## config.mk

```make
export PLATFORM = sky130hd
export DESIGN_NAME = fault_and_brownout_pulse_gate
export DESIGN_NICKNAME = d
export VERILOG_FILES = /design/src/design/pulse_gate_pkg.sv /design/src/design/period_counter.sv /design/src/design/fault_and_brownout_pulse_gate.sv
export SDC_FILE = /design/constraint.sdc
export NUM_CORES = 1
export LEC_CHECK = 0
export CORE_ASPECT_RATIO = 0.7
export CORE_UTILIZATION = 40
export DETAILED_ROUTE_END_ITERATION = 8
export DONT_BUFFER_PORTS = 1
export PLACE_DENSITY = 0.6
export SYNTH_ARGS = -nofsm -noshare
export SYNTH_HDL_FRONTEND = slang
export SYNTH_HIERARCHICAL = 1
export SYNTH_SLANG_ARGS = --single-unit
```

## constraint.sdc

```tcl
create_clock -name sys_clk -period 0.8 [get_ports sys_clk]
set_input_delay 0.04 -clock sys_clk [delete_from_list [all_inputs] [get_ports sys_clk]]
set_output_delay 0.04 -clock sys_clk [all_outputs]
set_load 0.01 [all_outputs]
```

## src/design/pulse_gate_pkg.sv

```systemverilog
// ---------------------------------------------------------------------
// Shared constants for the fault and brown-out pulse gate
// ---------------------------------------------------------------------
package pulse_gate_pkg;

  // Nominal fault delay in microseconds, as printed
  localparam int FAULT_TIME_US      = 15000;
  // Nominal switching frequency in kHz, used to turn time into periods
  localparam int SW_FREQ_KHZ        = 125;
  // Switching periods before an overload latches
  localparam int FAULT_PERIODS      = (FAULT_TIME_US * SW_FREQ_KHZ) / 1000;
  // Width of the fault timer
  localparam int FAULT_TIMER_W      = $clog2(FAULT_PERIODS + 1);
  // Clean periods needed before the fault timer is cleared
  localparam int CLEAN_PERIODS      = 3;
  // Width of the clean-period counter
  localparam int CLEAN_W            = $clog2(CLEAN_PERIODS + 1);
  // Reset value of every control flip-flop
  localparam logic CTRL_RESET_VALUE = 1'b0;

endpackage

```

## src/design/period_counter.sv

```systemverilog
`timescale 1ns/1ps
// ---------------------------------------------------------------------
// Saturating period counter with terminal flag
// ---------------------------------------------------------------------
module period_counter #(
  parameter int WIDTH = 4,
  parameter int LIMIT = 3
) (
  input  wire logic             sysClk,   // Block clock
  input  wire logic             rstN,     // Synchronised reset, active low
  input  wire logic             clear,    // Return count to zero
  input  wire logic             advance,  // Count one period
  output logic      [WIDTH-1:0] count,    // Current count
  output logic                  done      // Count has reached the limit
);

  // Terminal value at counter width
  localparam logic [WIDTH-1:0] TERMINAL = WIDTH'(LIMIT);

  // Step decode
  wire             atLimit   = (count == TERMINAL);
  wire [WIDTH-1:0] countNext = count + WIDTH'(1);

  assign done = atLimit;

  // Clear dominates, count stops at the limit
  always_ff @(posedge sysClk or negedge rstN) begin
    if (!rstN) begin
      count <= '0;
    end else if (clear) begin
      count <= '0;
    end else if (advance && !atLimit) begin
      count <= countNext;
    end
  end

endmodule

```

## src/design/fault_and_brownout_pulse_gate.sv

```systemverilog
`timescale 1ns/1ps
module fault_and_brownout_pulse_gate (
  input  wire logic sys_clk,               // Block clock, 25 MHz
  input  wire logic reset_n,               // Asynchronous reset, active low
  input  wire logic brownoutAboveRef,      // Sense input above brownout_reference
  input  wire logic csAtMax,               // Current sense at its 1 V maximum
  input  wire logic oscPhase,              // Oscillator phase, rises once a period
  input  wire logic pwmRequest,            // Gate request from the PWM latch
  input  wire logic vccAtTurnOff,          // Supply down at turn-off threshold
  output logic      gateDrive,             // Gate drive output
  output logic      rampSwitchClosed,      // Ramp to compensation resistor switch
  output logic      hysteresisSinkEnable,  // hysteresis_sink_current on
  output logic      softStartGround,       // Soft-start pin held to ground
  output logic      softStartRestart,      // One-cycle request for a new soft start
  output logic      faultTimerActive,      // Overload seen, timer counting
  output logic      faultLatched           // Permanent overload latch
);

  // -------------------------------------------------------------------
  // Reset release
  // -------------------------------------------------------------------
  logic rstMeta;  // First reset stage
  logic rstSync;  // Released reset used everywhere

  // Two-stage release of the asynchronous reset
  always_ff @(posedge sys_clk or negedge reset_n) begin
    if (!reset_n) begin
      rstMeta <= pulse_gate_pkg::CTRL_RESET_VALUE;
      rstSync <= pulse_gate_pkg::CTRL_RESET_VALUE;
    end else begin
      rstMeta <= 1'b1;
      rstSync <= rstMeta;
    end
  end

  // -------------------------------------------------------------------
  // Period tick and brown-out decode
  // -------------------------------------------------------------------
  logic oscPrev;        // Previous oscillator phase
  logic boLowPrev;      // Previous brown-out state
  logic periodHadFault; // Limit hit during the current period

  wire periodTick     = oscPhase & ~oscPrev;
  wire boLow          = ~brownoutAboveRef;            // Includes external shutdown
  wire boRelease      = boLowPrev & ~boLow;           // Input recovered
  wire faultReset     = boLow | vccAtTurnOff;
  wire periodFault    = periodHadFault | csAtMax;     // Fault in this period
  wire cleanDone;                                     // Three clean periods seen
  wire timerDone;                                     // Fault timer expired
  wire [pulse_gate_pkg::CLEAN_W-1:0]       cleanCount; // Clean periods so far
  wire [pulse_gate_pkg::FAULT_TIMER_W-1:0] timerCount; // Periods under fault

  // Counter controls; a fresh hit clears the clean count at once, so a
  // stale count of three cannot drop the timer right after a new hit
  wire cleanClear   = faultReset | ~faultTimerActive | csAtMax |
                      (periodTick & periodFault);
  wire cleanAdvance = periodTick & ~periodFault;
  wire timerClear   = faultReset | ~faultTimerActive;
  wire timerAdvance = periodTick & faultTimerActive;

  // Next state decode
  wire next_faultTimerActive = ~faultReset & ~faultLatched &
                               (csAtMax | (faultTimerActive & ~cleanDone));
  wire next_faultLatched     = ~faultReset &
                               (faultLatched | (faultTimerActive & timerDone));
  wire next_gateDrive        = pwmRequest & ~boLow & ~faultLatched &
                               ~next_faultLatched;

  // -------------------------------------------------------------------
  // Counters
  // -------------------------------------------------------------------
  // Clean periods before the timer may clear
  period_counter #(
    .WIDTH (pulse_gate_pkg::CLEAN_W),
    .LIMIT (pulse_gate_pkg::CLEAN_PERIODS)
  ) cleanCounter (
    .sysClk  (sys_clk),
    .rstN    (rstSync),
    .clear   (cleanClear),
    .advance (cleanAdvance),
    .count   (cleanCount),
    .done    (cleanDone)
  );

  // Overload duration in switching periods
  period_counter #(
    .WIDTH (pulse_gate_pkg::FAULT_TIMER_W),
    .LIMIT (pulse_gate_pkg::FAULT_PERIODS)
  ) faultTimer (
    .sysClk  (sys_clk),
    .rstN    (rstSync),
    .clear   (timerClear),
    .advance (timerAdvance),
    .count   (timerCount),
    .done    (timerDone)
  );

  // -------------------------------------------------------------------
  // Edge history
  // -------------------------------------------------------------------
  // Oscillator and brown-out history
  always_ff @(posedge sys_clk or negedge rstSync) begin
    if (!rstSync) begin
      oscPrev   <= pulse_gate_pkg::CTRL_RESET_VALUE;
      boLowPrev <= pulse_gate_pkg::CTRL_RESET_VALUE;
    end else begin
      oscPrev   <= oscPhase;
      boLowPrev <= boLow;
    end
  end

  // Per-period fault memory, a new hit wins over the tick clear
  always_ff @(posedge sys_clk or negedge rstSync) begin
    if (!rstSync) begin
      periodHadFault <= pulse_gate_pkg::CTRL_RESET_VALUE;
    end else if (csAtMax) begin
      periodHadFault <= 1'b1;
    end else if (periodTick) begin
      periodHadFault <= 1'b0;
    end
  end

  // -------------------------------------------------------------------
  // Fault state
  // -------------------------------------------------------------------
  // Overload timer flag and permanent latch
  always_ff @(posedge sys_clk or negedge rstSync) begin
    if (!rstSync) begin
      faultTimerActive <= pulse_gate_pkg::CTRL_RESET_VALUE;
      faultLatched     <= pulse_gate_pkg::CTRL_RESET_VALUE;
    end else begin
      faultTimerActive <= next_faultTimerActive;
      faultLatched     <= next_faultLatched;
    end
  end

  // -------------------------------------------------------------------
  // Pin outputs
  // -------------------------------------------------------------------
  // Gate, ramp switch, sink and soft-start control
  always_ff @(posedge sys_clk or negedge rstSync) begin
    if (!rstSync) begin
      gateDrive            <= pulse_gate_pkg::CTRL_RESET_VALUE;
      rampSwitchClosed     <= pulse_gate_pkg::CTRL_RESET_VALUE;
      hysteresisSinkEnable <= pulse_gate_pkg::CTRL_RESET_VALUE;
      softStartGround      <= pulse_gate_pkg::CTRL_RESET_VALUE;
      softStartRestart     <= pulse_gate_pkg::CTRL_RESET_VALUE;
    end else begin
      gateDrive            <= next_gateDrive;
      rampSwitchClosed     <= next_gateDrive;
      hysteresisSinkEnable <= boLow;
      softStartGround      <= boLow;
      softStartRestart     <= boRelease;
    end
  end
endmodule

```

==> summary.md <==
| Metric | Value |
|---|---|
| Final setup margin | `-0.644 ns` |
| Sw Pwr | `0.455 mW` |
| Reg-to-Reg Start | `oscPrev$_DFF_PN0_` |
| Vias in the first global route | `926` |
| Max incr delay on CP | `0.36 ns` |
| Mapped cell area | `1100 sq um` |
| Fraction of power spent switching nets | `22.5%` |
| # rows | `15` |
| Crit path buffers/inverters | `1` |
| Vias/cell | `5.30` |
| Final ANT Viol Nets | `0` |
| Failing checks | `setup timing` |
| Crit path required time | `0.95 ns` |
| Fmax | `693 MHz` |
| RSZ-0062 raised after global routing | `true` |
| CTS root buf | `clkbuf_8` |
| Clock latency on the worst-skew pair | `0.26 ns` |
| Final Net Count | `162` |
| Post-synth EDFFs | `0` |
| Layout cells sized above 1 | `46.7%` |
| Setup crit start | `oscPrev$_DFF_PN0_` |
| First-pass GRT wire length | `4480 um` |
| First-pass DRT Iterations | `4` |
| Hold path endpoint | `periodHadFault$_DFFE_PN0P_` |
| Power Dens Cells | `1190 nW/um^2` |
| Ports | `14` |
| Met3 GRT Util | `5.75%` |
| Die Ht | `45.8 um` |
| Drt total wl | `2970 um` |
| Die W | `64.6 um` |
| Hold Vio Cnt, Final | `0` |
| Yosys warnings | `6` |
| DP HPWL | `1930 um` |
| WP data arrival | `1.60 ns` |
| Final Critical Period | `1.44 ns` |
| Busiest metal layer after global routing | `met2` |
| Internal Power | `1.57 mW` |
| Synth Area per Inst | `10.7 sq um` |
| Dpl ws | `-0.682 ns` |
| Setup TNS | `-9.08 ns` |
| Worst Hold Class | `in -> reg` |
| Largest net degree at the start of global routing | `13` |
| Area growth syn-to-layout | `54.8%` |
| Hold WS | `0.0978 ns` |
| Layout Skew | `0.00337 ns` |
| Synth Flop Type | `dfrtp_1` |
| Via count | `985` |
| CP top delay family | `flip-flops` |
| Slew Viols, Final | `0` |
| Final setup fails | `21` |
| IO Port Bufs | `0` |
| Max Cap Viol | `0` |
| Final Power | `2.02 mW` |
| CP Launch Type | `flop` |
| Fin util | `67.1%` |
| Sequential area share after synthesis | `50.1%` |
| Worst path cell trace | `nand2b_4 > nor2_4 > inv_2 > a311oi_2 > mux2_4` |
| Gate count of the mapped netlist | `103` |
| Flops & latches, synth | `22` |
| FF-to-FF End | `faultTimer/count[2]$_DFFE_PN0P_` |
| Routability Congestion | `0.867` |
| Power share of the sequential group | `56.8%` |
| # fillers | `186` |
| P_leak | `0.714 nW` |
| Clock Sinks | `22` |
| Global Route Usage Sum | `21.5%` |
| Die ar. | `2960 sq um` |
| Peak supply drop | `1.13 mV` |
| Status | `finished with violations` |
| FF-to-FF path depth | `5` |
| CP max stage cell | `dfrtp_1` |
| Combinational Power Share | `8.1%` |
| Grt ovf | `0` |
| R2R Setup Slk | `-0.64 ns` |
| CP endpoint kind | `flop` |
| Final Cycle Share | `180%` |
| Clock Path Buffers | `2` |
| Met2 usage | `36.0%` |
| H-tree level count | `1` |
| Hold Crit Start | `oscPhase` |
| CTS clk-pin slew, worst paths | `0.08 ns` |
| Post-synthesis cell type count | `34` |
| Number of antenna violations at the first check in global routing | `0` |
| Routed wire per std cell | `16.0 um` |
| Initial Utilization | `43.4%` |
| Crit Path Max Fanout | `4` |
| Core Box Area | `2530 sq um` |
| Number of remaining DRC errors | `0` |
| Clk network pwr share | `35.0%` |
| Worst hold stages | `3` |
| Detailed router's first-iteration violation count | `32` |
| ANT cells | `0` |
| Cts bufs inserted | `3` |
| Synth async-reset ratio | `100%` |
| Worst Setup Path Type | `reg -> reg` |
| M1 GR Usage | `27.1%` |
| CTS tree | `built` |
| Post-Syn Nets | `112` |
==> per-stage QoR <==
| step | std cells | instance area (sq um) |
|---|---|---|
| 3_5_place_dp | 166 | 1400 |
| 3_3_place_gp | 166 | 1400 |
| 6_report | 186 | 1700 |
| 2_1_floorplan | 103 | 1140 |
| 5_1_grt | 186 | 1700 |
| 4_1_cts | 185 | 1650 |
==> Yosys cell counts (2+ instances only) <==
library cell | count | area, sq um
nor2b_1 | 4 | 25.0
or4_1 | 4 | 30.0
or3_1 | 2 | 12.5
nand2b_1 | 6 | 37.5
nand4_1 | 4 | 25.0
a311oi_1 | 2 | 17.5
o21ai_0 | 3 | 15.0
ha_1 | 2 | 25.0
inv_1 | 7 | 26.3
and4bb_2 | 2 | 25.0
nand3_1 | 3 | 15.0
xor2_1 | 2 | 17.5
buf_4 | 2 | 15.0
mux2_2 | 2 | 22.5
nand2_1 | 3 | 11.3
dfrtp_1 | 22 | 551
nor2_1 | 7 | 26.3
o31ai_1 | 4 | 30.0
a21oi_1 | 7 | 35.0
==> cell type report <==
class	count	area, sq um	share of cell area (%)
multi-input combinational	70	634	37.3
sequential	22	552	32.5
timing repair buffer	49	400	23.5
clock buffer	4	45.0	2.65
tap	34	42.5	2.50
inverter	7	26.3	1.55
==> worst min-delay path, delay by kind of cell <==
kind,cells,cell delay [ns]
AND/OR/NAND/NOR,1,0.06
AO/OA/AOI/OAI,1,0.10
buffers and inverters,1,0.12
==> cell usage in the layout, fill, tap and decap left out, types with 2 or more instances in the layout <==
| cell type | netlist | layout |
|---|---|---|
| a21oi_1 | 7 | 4 |
| o31ai_1 | 4 | 3 |
| or4_1 | 4 | 3 |
| nand3_1 | 3 | 2 |
| dfrtp_1 | 22 | 21 |
| buf_4 | 2 | 38 |
| buf_6 | 1 | 4 |
| nand2b_1 | 6 | 4 |
| nand4_1 | 4 | 4 |
| xor2_1 | 2 | 2 |
| nor2_1 | 7 | 6 |
| clkbuf_8 | 0 | 3 |
| inv_1 | 7 | 6 |
| nand2_1 | 3 | 3 |
| or3_1 | 2 | 2 |
| a21oi_2 | 0 | 3 |
| nand3_4 | 0 | 2 |
| dlygate4sd3_1 | 0 | 7 |
| nand2b_4 | 0 | 2 |
| and4bb_2 | 2 | 2 |
| o21ai_0 | 3 | 2 |
| nor2b_1 | 4 | 4 |
| mux2_4 | 1 | 3 |
==> flip-flops by register name (all words and copies together) (netlist names) <==
name                  count
faultTimerActive          1
faultLatched              1
rstMeta                   1
periodHadFault            1
hysteresisSinkEnable      1
cleanCounter/count        2
oscPrev                   1
rampSwitchClosed          1
rstSync                   1
faultTimer/count         11
softStartRestart          1
==> power groups by stage <==
stage	clock, mW	sequential, mW	combinational [mW]
after floorplan	0	1.18	0.0545
after global placement	0	1.17	0.104
after detailed placement	0	1.17	0.107
after CTS	0.731	1.15	0.162
after global routing	0.766	1.15	0.178
final	0.709	1.15	0.165
==> cell families after synthesis <==
kind of cell	after synthesis	synth area share, %
other cells	1	0.341
simple gates	41	23.9
mux	4	4.33
buf+inv	11	5.12
flops	22	50.1
compound gates	20	12.3
fa+ha+maj	2	2.28
xor+xnor	2	1.59
==> worst max path at each step <==
stage	depth (start not counted)	slack [ns]	to
6_report	5	-0.64	faultTimer/count[2]$_DFFE_PN0P_
5_1_grt	5	-0.71	faultTimer/count[9]$_DFFE_PN0P_
4_1_cts	5	-0.64	faultTimer/count[8]$_DFFE_PN0P_
3_5_place_dp	5	-0.68	faultTimer/count[9]$_DFFE_PN0P_
2_1_floorplan	5	-0.62	faultTimer/count[9]$_DFFE_PN0P_
3_3_place_gp	5	-0.65	faultTimer/count[9]$_DFFE_PN0P_
==> repair_timing <==
| action | CTS | global route |
|---|---|---|
| gates resized for setup | 13 | 8 |
| setup buffers | 8 | 1 |
| hold buffers | 7 | 0 |
| hold endpoints to repair | 9 | 0 |
| pin swaps | 13 | 3 |
| endpoints found under the setup margin | 20 | 21 |
==> per-layer routing <==
layer  wire length, um  part of all wire (%)  up-vias
met4                51                   1.7        0
met5                 0                     0        -
met3               134                   4.5        6
li1                  -                     -      470
met2              1510                    51       18
met1              1270                    43      491
No activity file was read; power rests on OpenSTA's default activity.
